**src/hdl/pgen_pkg.sv**
```systemverilog
`default_nettype none

package pgen_pkg;

   // Bus and data widths
   localparam int ADDR_W = 8;
   localparam int DATA_W = 8;
   localparam int CNT_W = 11;

   // Register offsets (I/O addresses)
   localparam logic [7:0] ADDR_CONTROL = 8'h20;
   localparam logic [7:0] ADDR_SCALER = 8'h21;
   localparam logic [7:0] ADDR_DUTY_HIGH = 8'h22;
   localparam logic [7:0] ADDR_DUTY_LOW = 8'h23;
   localparam logic [7:0] ADDR_BOUND_HIGH = 8'h24;
   localparam logic [7:0] ADDR_BOUND_LOW = 8'h25;

   // Control register field positions
   localparam int CTRL_EN_BIT = 7;
   localparam int CTRL_OUT_BIT = 6;
   localparam int CTRL_INV_BIT = 5;
   localparam int CTRL_CLR_BIT = 4;
   localparam int CTRL_ROUTE_MSB = 3;
   localparam int CTRL_ROUTE_LSB = 1;
   localparam int CTRL_CLKSEL_BIT = 0;

   // Scaler register field positions
   localparam int SCL_INTMODE_BIT = 7;
   localparam int SCL_PRE_MSB = 6;
   localparam int SCL_PRE_LSB = 5;
   localparam int SCL_DIV_MSB = 4;
   localparam int SCL_DIV_LSB = 0;

   // Low byte field positions of bound and duty
   localparam int BOUND_LO_MSB = 7;
   localparam int BOUND_LO_LSB = 6;
   localparam int DUTY_LO_MSB = 7;
   localparam int DUTY_LO_LSB = 5;

   // Bound bit 0 has no register bit behind it
   localparam logic BOUND_BIT0 = 1'b1;

   // Output routing codes
   localparam logic [2:0] ROUTE_NONE = 3'h0;
   localparam logic [2:0] ROUTE_PIN0 = 3'h1;
   localparam logic [2:0] ROUTE_PIN1 = 3'h3;
   localparam logic [2:0] ROUTE_PIN2 = 3'h4;
   localparam int NUM_PINS = 3;

   // Prescaler terminal counts for codes 00..11 (divide by 1, 4, 16, 64)
   localparam logic [5:0] PRE_MAX_1 = 6'h00;
   localparam logic [5:0] PRE_MAX_4 = 6'h03;
   localparam logic [5:0] PRE_MAX_16 = 6'h0f;
   localparam logic [5:0] PRE_MAX_64 = 6'h3f;

   // Interrupt condition modes
   localparam logic INT_ON_DUTY = 1'b0;
   localparam logic INT_ON_ZERO = 1'b1;

   // Clock source choices
   localparam logic SRC_SYSTEM = 1'b0;
   localparam logic SRC_FAST_OSC = 1'b1;

   // Register bus request
   typedef struct packed {
      logic [ADDR_W-1:0] addr;
      logic [DATA_W-1:0] wdata;
      logic we;
      logic re;
   } pgen_bus_req_t;

   // Whole state of the generator
   typedef struct packed {
      logic ctrl_en;
      logic ctrl_inv;
      logic clr_req;
      logic [2:0] route;
      logic clk_sel;
      logic int_mode;
      logic [1:0] pre_code;
      logic [4:0] div_val;
      logic [7:0] bound_hi;
      logic [1:0] bound_lo;
      logic [CNT_W-1:0] duty;
      logic [2:0] duty_lo_pend;
      logic osc_s1;
      logic osc_s2;
      logic osc_s3;
      logic osc_lvl;
      logic [5:0] pre_cnt;
      logic [4:0] div_cnt;
      logic [CNT_W-1:0] cnt;
      logic gen_out;
      logic [NUM_PINS-1:0] pins;
      logic irq;
      logic [DATA_W-1:0] rdata;
   } pgen_state_t;

endpackage

`default_nettype wire

```
**src/hdl/pgen_top.sv**
```systemverilog
// Design decision made here: the address-and-strobe port.
`default_nettype none


module pgen_top #(
   parameter bit FAST_DOUBLE = 1'b0
) (
   // Clock and reset
   input wire logic i_clk_sys,
   input wire logic i_rstn,
   // Register port
   input wire pgen_pkg::pgen_bus_req_t i_bus,
   output logic [pgen_pkg::DATA_W-1:0] o_rdata,
   // Fast oscillator pin
   input wire logic i_fast_osc,
   // Port pins and event
   output logic [pgen_pkg::NUM_PINS-1:0] o_pins,
   output logic o_int_event
);
   import pgen_pkg::*;

   // Current and next state
   pgen_state_t s_q;
   pgen_state_t s_d;

   // Prescaler terminal count for a scaler code
   function automatic logic [5:0] pre_max(input logic [1:0] code);
      logic [5:0] m;
      m = PRE_MAX_1;
      unique case (code)
         2'h0: begin
            m = PRE_MAX_1;
         end
         2'h1: begin
            m = PRE_MAX_4;
         end
         2'h2: begin
            m = PRE_MAX_16;
         end
         2'h3: begin
            m = PRE_MAX_64;
         end
      endcase
      return m;
   endfunction

   // Route code that selects a given pin
   function automatic logic [2:0] pin_code(input int idx);
      logic [2:0] c;
      c = ROUTE_PIN0;
      if (idx == 1) begin
         c = ROUTE_PIN1;
      end else if (idx == 2) begin
         c = ROUTE_PIN2;
      end
      return c;
   endfunction

   // Working signals of the next-state logic
   logic src_tick;  // Tick from the chosen clock source
   logic osc_edge;  // Filtered oscillator change
   logic pre_tick;  // Prescaler output tick
   logic cnt_tick;  // Divider output tick, advances the counter
   logic [CNT_W-1:0] bound;  // Full counter upper bound
   logic [CNT_W-1:0] cnt_nx;  // Counter after this cycle
   logic gen_lvl;  // Generator level before inversion
   logic pin_lvl;  // Level after optional inversion
   logic wr_ctrl;
   logic wr_scl;

   // Next-state logic
   always_comb begin
      s_d = s_q;
      src_tick = 1'b0;
      osc_edge = 1'b0;
      pre_tick = 1'b0;
      cnt_tick = 1'b0;
      cnt_nx = s_q.cnt;
      gen_lvl = 1'b0;
      pin_lvl = 1'b0;
      wr_ctrl = i_bus.we && (i_bus.addr == ADDR_CONTROL);
      wr_scl = i_bus.we && (i_bus.addr == ADDR_SCALER);
      bound = {s_q.bound_hi, s_q.bound_lo, BOUND_BIT0};

      // Oscillator pin synchroniser, three stages
      s_d.osc_s1 = i_fast_osc;
      s_d.osc_s2 = s_q.osc_s1;
      s_d.osc_s3 = s_q.osc_s2;
      // A change counts once stages two and three agree
      if ((s_q.osc_s2 == s_q.osc_s3) && (s_q.osc_s3 != s_q.osc_lvl)) begin
         s_d.osc_lvl = s_q.osc_s3;
         osc_edge = 1'b1;
      end

      // Clock source choice
      if (s_q.clk_sel == SRC_SYSTEM) begin
         src_tick = 1'b1;
      end else if (FAST_DOUBLE) begin
         // Both oscillator edges: twice the oscillator rate
         src_tick = osc_edge;
      end else begin
         // Rising oscillator edges only
         src_tick = osc_edge && s_q.osc_s3;
      end

      // Prescaler then 5-bit divider
      if (!s_q.ctrl_en) begin
         s_d.pre_cnt = '0;
         s_d.div_cnt = '0;
      end else if (src_tick) begin
         if (s_q.pre_cnt >= pre_max(s_q.pre_code)) begin
            s_d.pre_cnt = '0;
            pre_tick = 1'b1;
         end else begin
            s_d.pre_cnt = s_q.pre_cnt + 6'h01;
         end
      end
      if (s_q.ctrl_en && pre_tick) begin
         // Divide by divider value plus one
         if (s_q.div_cnt >= s_q.div_val) begin
            s_d.div_cnt = '0;
            cnt_tick = 1'b1;
         end else begin
            s_d.div_cnt = s_q.div_cnt + 5'h01;
         end
      end

      // Counter: software clear, held at zero when off, else count and wrap
      if (s_q.clr_req) begin
         cnt_nx = '0;
      end else if (!s_q.ctrl_en) begin
         cnt_nx = '0;
      end else if (cnt_tick) begin
         if (s_q.cnt >= bound) begin
            cnt_nx = '0;
         end else begin
            cnt_nx = s_q.cnt + 11'h001;
         end
      end
      s_d.cnt = cnt_nx;
      // Clear request drops once the counter has been cleared
      s_d.clr_req = 1'b0;

      // Event on the chosen condition, on a counter step or clear
      s_d.irq = 1'b0;
      if (s_q.ctrl_en && (cnt_tick || s_q.clr_req)) begin
         if (s_q.int_mode == INT_ON_ZERO) begin
            s_d.irq = (cnt_nx == '0);
         end else begin
            s_d.irq = (cnt_nx == s_q.duty);
         end
      end

      // Output high while counter below duty, only when running
      gen_lvl = s_q.ctrl_en && (cnt_nx < s_q.duty);
      s_d.gen_out = gen_lvl;
      pin_lvl = gen_lvl ^ s_q.ctrl_inv;

      // Route to one pin; other pins and reserved codes stay low
      for (int i = 0; i < NUM_PINS; i++) begin
         s_d.pins[i] = (s_q.route == pin_code(i)) && pin_lvl;
      end

      // Control register write
      if (wr_ctrl) begin
         s_d.ctrl_en = i_bus.wdata[CTRL_EN_BIT];
         s_d.ctrl_inv = i_bus.wdata[CTRL_INV_BIT];
         s_d.clr_req = i_bus.wdata[CTRL_CLR_BIT];
         s_d.route = i_bus.wdata[CTRL_ROUTE_MSB:CTRL_ROUTE_LSB];
         s_d.clk_sel = i_bus.wdata[CTRL_CLKSEL_BIT];
      end

      // Scaler register write
      if (wr_scl) begin
         s_d.int_mode = i_bus.wdata[SCL_INTMODE_BIT];
         s_d.pre_code = i_bus.wdata[SCL_PRE_MSB:SCL_PRE_LSB];
         s_d.div_val = i_bus.wdata[SCL_DIV_MSB:SCL_DIV_LSB];
      end

      // Bound registers
      if (i_bus.we && (i_bus.addr == ADDR_BOUND_HIGH)) begin
         s_d.bound_hi = i_bus.wdata;
      end
      if (i_bus.we && (i_bus.addr == ADDR_BOUND_LOW)) begin
         s_d.bound_lo = i_bus.wdata[BOUND_LO_MSB:BOUND_LO_LSB];
      end

      // Duty low waits; duty high applies the whole value
      if (i_bus.we && (i_bus.addr == ADDR_DUTY_LOW)) begin
         s_d.duty_lo_pend = i_bus.wdata[DUTY_LO_MSB:DUTY_LO_LSB];
      end
      if (i_bus.we && (i_bus.addr == ADDR_DUTY_HIGH)) begin
         s_d.duty = {i_bus.wdata, s_q.duty_lo_pend};
      end

      // Read data for one cycle only; write-only registers read zero
      s_d.rdata = '0;
      if (i_bus.re && (i_bus.addr == ADDR_CONTROL)) begin
         s_d.rdata[CTRL_EN_BIT] = s_q.ctrl_en;
         s_d.rdata[CTRL_OUT_BIT] = s_q.gen_out;
         s_d.rdata[CTRL_INV_BIT] = s_q.ctrl_inv;
         s_d.rdata[CTRL_CLR_BIT] = s_q.clr_req;
         s_d.rdata[CTRL_ROUTE_MSB:CTRL_ROUTE_LSB] = s_q.route;
         s_d.rdata[CTRL_CLKSEL_BIT] = s_q.clk_sel;
      end
   end

   // State register
   always_ff @(posedge i_clk_sys or negedge i_rstn) begin
      if (!i_rstn) begin
         s_q <= '0;
      end else begin
         s_q <= s_d;
      end
   end

   // Outputs straight from flip-flops
   assign o_rdata = s_q.rdata;
   assign o_pins = s_q.pins;
   assign o_int_event = s_q.irq;

endmodule

`default_nettype wire

```
**config.mk**
```make
export PLATFORM = sky130hd
export DESIGN_NAME = pgen_top
export DESIGN_NICKNAME = d
export VERILOG_FILES = /design/src/hdl/pgen_pkg.sv /design/src/hdl/pgen_top.sv
export SDC_FILE = /design/constraint.sdc
export NUM_CORES = 1
export LEC_CHECK = 0
export BUFFER_PORTS_ARGS = -buffer_cell sky130_fd_sc_hd__buf_2
export CORE_ASPECT_RATIO = 1.2
export CORE_MARGIN = 5
export CORE_UTILIZATION = 30
export CTS_CLUSTER_SIZE = 8
export DETAILED_ROUTE_END_ITERATION = 8
export SLEW_MARGIN = 20
export SYNTH_ARGS = -nofsm -noshare
export SYNTH_HDL_FRONTEND = slang
export SYNTH_SLANG_ARGS = --single-unit
```
**constraint.sdc**
```tcl
create_clock -name i_clk_sys -period 4.41 [get_ports i_clk_sys]
set_input_delay 0.6615 -clock i_clk_sys [delete_from_list [all_inputs] [get_ports i_clk_sys]]
set_output_delay 0.6615 -clock i_clk_sys [all_outputs]
set_load 0.005 [all_outputs]
```
==> key figures <==
Run status
  • Status: completed

Clocking
  • CTS sink count: 78
  • Reg clk slew, reported paths: 0.06 ns
  • H-tree depth: 3
  • Root Driver: clkbuf_16
  • CTS tree: done
  • Hold_buf cts: 0
  • CTS Buf Count: 9
  • Post-CTS Resized: 0
  • Clock tree buffer depth: 2
  • Post-CTS Setup Inserts: 0
  • Later-pin clock latency in the skew report: 0.34 ns

Floorplanning
  • IO Count: 33
  • DIE AREA: 0.0164 mm2
  • Core Rows: 47
  • Die H: 139 um
  • Core Area: 0.0137 mm2
  • Die width: 118 um
  • Initial core utilization: 30.4%

Logic synthesis
  • Post-synth cell types: 52
  • Mean Syn Cell Area: 10.1 um2
  • Commonest cells post-synth: dfrtp_1 (78), nand2_1 (44), ha_1 (35)
  • Synthesized area: 0.00417 mm2
  • Synth async-reset ratio: 100%
  • Synth top area cells: dfrtp_1 (47%), ha_1 (11%), mux2_2 (5.1%), nand2_1 (4.0%), o21ai_0 (3.6%)
  • Most used DFF post-synth: dfrtp_1
  • Number of synthesized register bits: 78
  • Most common cell in the synthesized netlist: dfrtp_1
  • YS warnings: 0
  • Sequential element share of the synthesized area: 46.8%
  • Area leader, netlist: dfrtp_1
  • Number of synthesized flops with an enable pin: 0
  • Yosys top cell area share: 46.8%
  • Synth Net Count: 468
  • Post-Syn Instances: 412

Timing
  • Worst slew pin tran: 0.916 ns
  • # setup viols final: 0
  • Layout Skew: 0.00565 ns
  • Slew Viols, Final: 0
  • Max Fclk: 238 MHz
  • Final setup TNS: 0 ns
  • Fin crit share: 95.2%
  • Final Hold Fails: 0
  • Tmin final: 4.20 ns
  • Final Worst Setup Slack: 0.212 ns
  • Relative slew slack: 38.7%

Cells and area
  • Nets@finish: 504
  • Antenna cells: 0
  • Synthesis-to-finish area growth: 17.2%
  • Layout cell share with drive strength beyond 1: 20.1%
  • Final Cell Area: 0.00489 mm2

Worst setup path
  • Crit path max fanout: 4
  • CP Class: flip-flop to flip-flop
  • R2r setup slk: 0.21 ns
  • Startpoint Class: flip-flop
  • Required time worst endpoint: 4.64 ns
  • Worst path arrival time: 4.43 ns
  • Crit. End Element: flip-flop

Detailed routing
  • Wirelength per Cell: 15.9 um
  • Final antenna-violating net count: 0
  • Vias per cell: 5.04
  • Drt pass-1 iters: 4
  • Initial DRC Count: 186
  • Vias: 3,143
  • WL final: 9.92 mm
  • # DRC: 0

Global routing
  • All-Layer GR Usage: 12.5%
  • Most used routing layer: met2
  • First-pass GRT wire length: 16.6 mm
  • Vias in the first global route: 3,303
  • Largest net degree at the start of global routing: 79
  • Initial antenna violation count: 0
  • Met2 Usage GRT: 20.1%
  • Met3 usage: 2.69%
  • GR Overflow Total: 0
  • Met1 GRT Util: 16.1%

Placed design
  • Gpl congestion: 0.928
  • Port bufs: 32
  • HPWL after detailed placement: 7.30 mm
  • Placed inst area: 0.00451 mm2
  • DP Worst Slack: 0.102 ns

Min path
  • Worst hold path type: primary input to async pin

Job
  • Number of max-cap violations: 0

Power
  • Maximum VDD drop: 235 uV
  • Leak: 0.00234 uW
  • Pwr per Cell Area: 349 mW/mm2
  • Total chip power: 1710 uW
[through the flow]
step           utilization, %  hold slack [ns]  cells
3_3_place_gp             32.9            0.334    608
5_1_grt                  35.7            0.379    624
6_report                 35.7            0.351    624
3_5_place_dp             32.9            0.336    608
2_1_floorplan               -            0.331    412
4_1_cts                  35.3            0.351    624
[sequential cells by signal, indices dropped and copies added, names as in the netlist]
| name | flops |
|---|---|
| o_int_event | 1 |
| bound | 10 |
| o_pins | 3 |
| s_q | 54 |
| o_rdata | 8 |
| s_d | 2 |
[final cells by class]
class	count	area, um2
clock inverters	6	91.3
inverters	33	124
flip-flops and latches	78	1950
clock buffers	10	239
fillers	1348	8810
repair buffers	43	249
multi-input cells	283	2020
well taps	171	214
[worst max-delay path: stages, from the launching register on]
cell and delay (ns):
dfrtp_1 0.39, or2_2 0.29, ha_1 0.26, nand2b_1 0.09
a21oi_1 0.08, o221a_2 0.33, or4b_4 0.53, or3_1 0.37
a21oi_2 0.16, ha_1 0.26, a21o_1 0.16, a21o_1 0.17
a21oi_1 0.14, nor2b_1 0.09, or4_4 0.46, a2111oi_4 0.31
[placed cells by master (no fill, tap or decap), types with 7 or more instances in the layout]
cell       Yosys  final
xor2_1         8      8
o21ai_0       30     30
nand4_1        8      8
ha_1          35     35
buf_2          0     31
nor2_1        22     22
buf_4         11     11
nand2_1       44     44
nor3_1         7      7
dfrtp_1       78     78
clkbuf_16      0      9
a21oi_1       14     14
and2_1        11     11
mux2_2        19     19
inv_1         33     33
nand3_1       13     13
[path summary, 6_finish.rpt]
check / startpoint / end / depth (start not counted)
min in group i_clk_sys: s_d[37]$_DFF_PN0_ / s_d[36]$_DFF_PN0_ / 0
setup reg to reg: s_q[68]$_DFFE_PN0P_ / o_pins[0]$_DFF_PN0_ / 15
max in group asynchronous: i_rstn / s_q[25]$_DFFE_PN0P_ / 1
setup / recovery: s_q[68]$_DFFE_PN0P_ / o_pins[0]$_DFF_PN0_ / 15
hold / removal: i_rstn / bound[6]$_DFFE_PN0P_ / 1
hold reg to reg: s_d[37]$_DFF_PN0_ / s_d[36]$_DFF_PN0_ / 0
[report_power, final]
part | internal, uW | switching (uW) | total [uW]
Clock | 515 | 303 | 818
Sequential | 742 | 12.3 | 754
Combinational | 50.0 | 86.1 | 136
Total | 1310 | 402 | 1710
[kinds of logic (layout without fill, tap and decap cells)]
group / after synthesis / count (layout) / synth area share [%]
buf+inv: 51 / 92 / 5.76
mux: 20 / 20 / 5.37
compound gates: 76 / 76 / 11.6
simple gates: 137 / 137 / 16.8
flops: 78 / 78 / 46.8
fa+ha+maj: 36 / 36 / 10.7
xor+xnor: 14 / 14 / 2.94
[routing by layer]
metal,part of all wire (%),vias to the layer above,routed length (um)
li1,-,1502,-
met1,46,1544,4590
met2,48,77,4740
met3,3.7,20,363
met4,2.3,0,224
met5,0,-,0
Note: power is estimated with default switching activity, not from simulation.
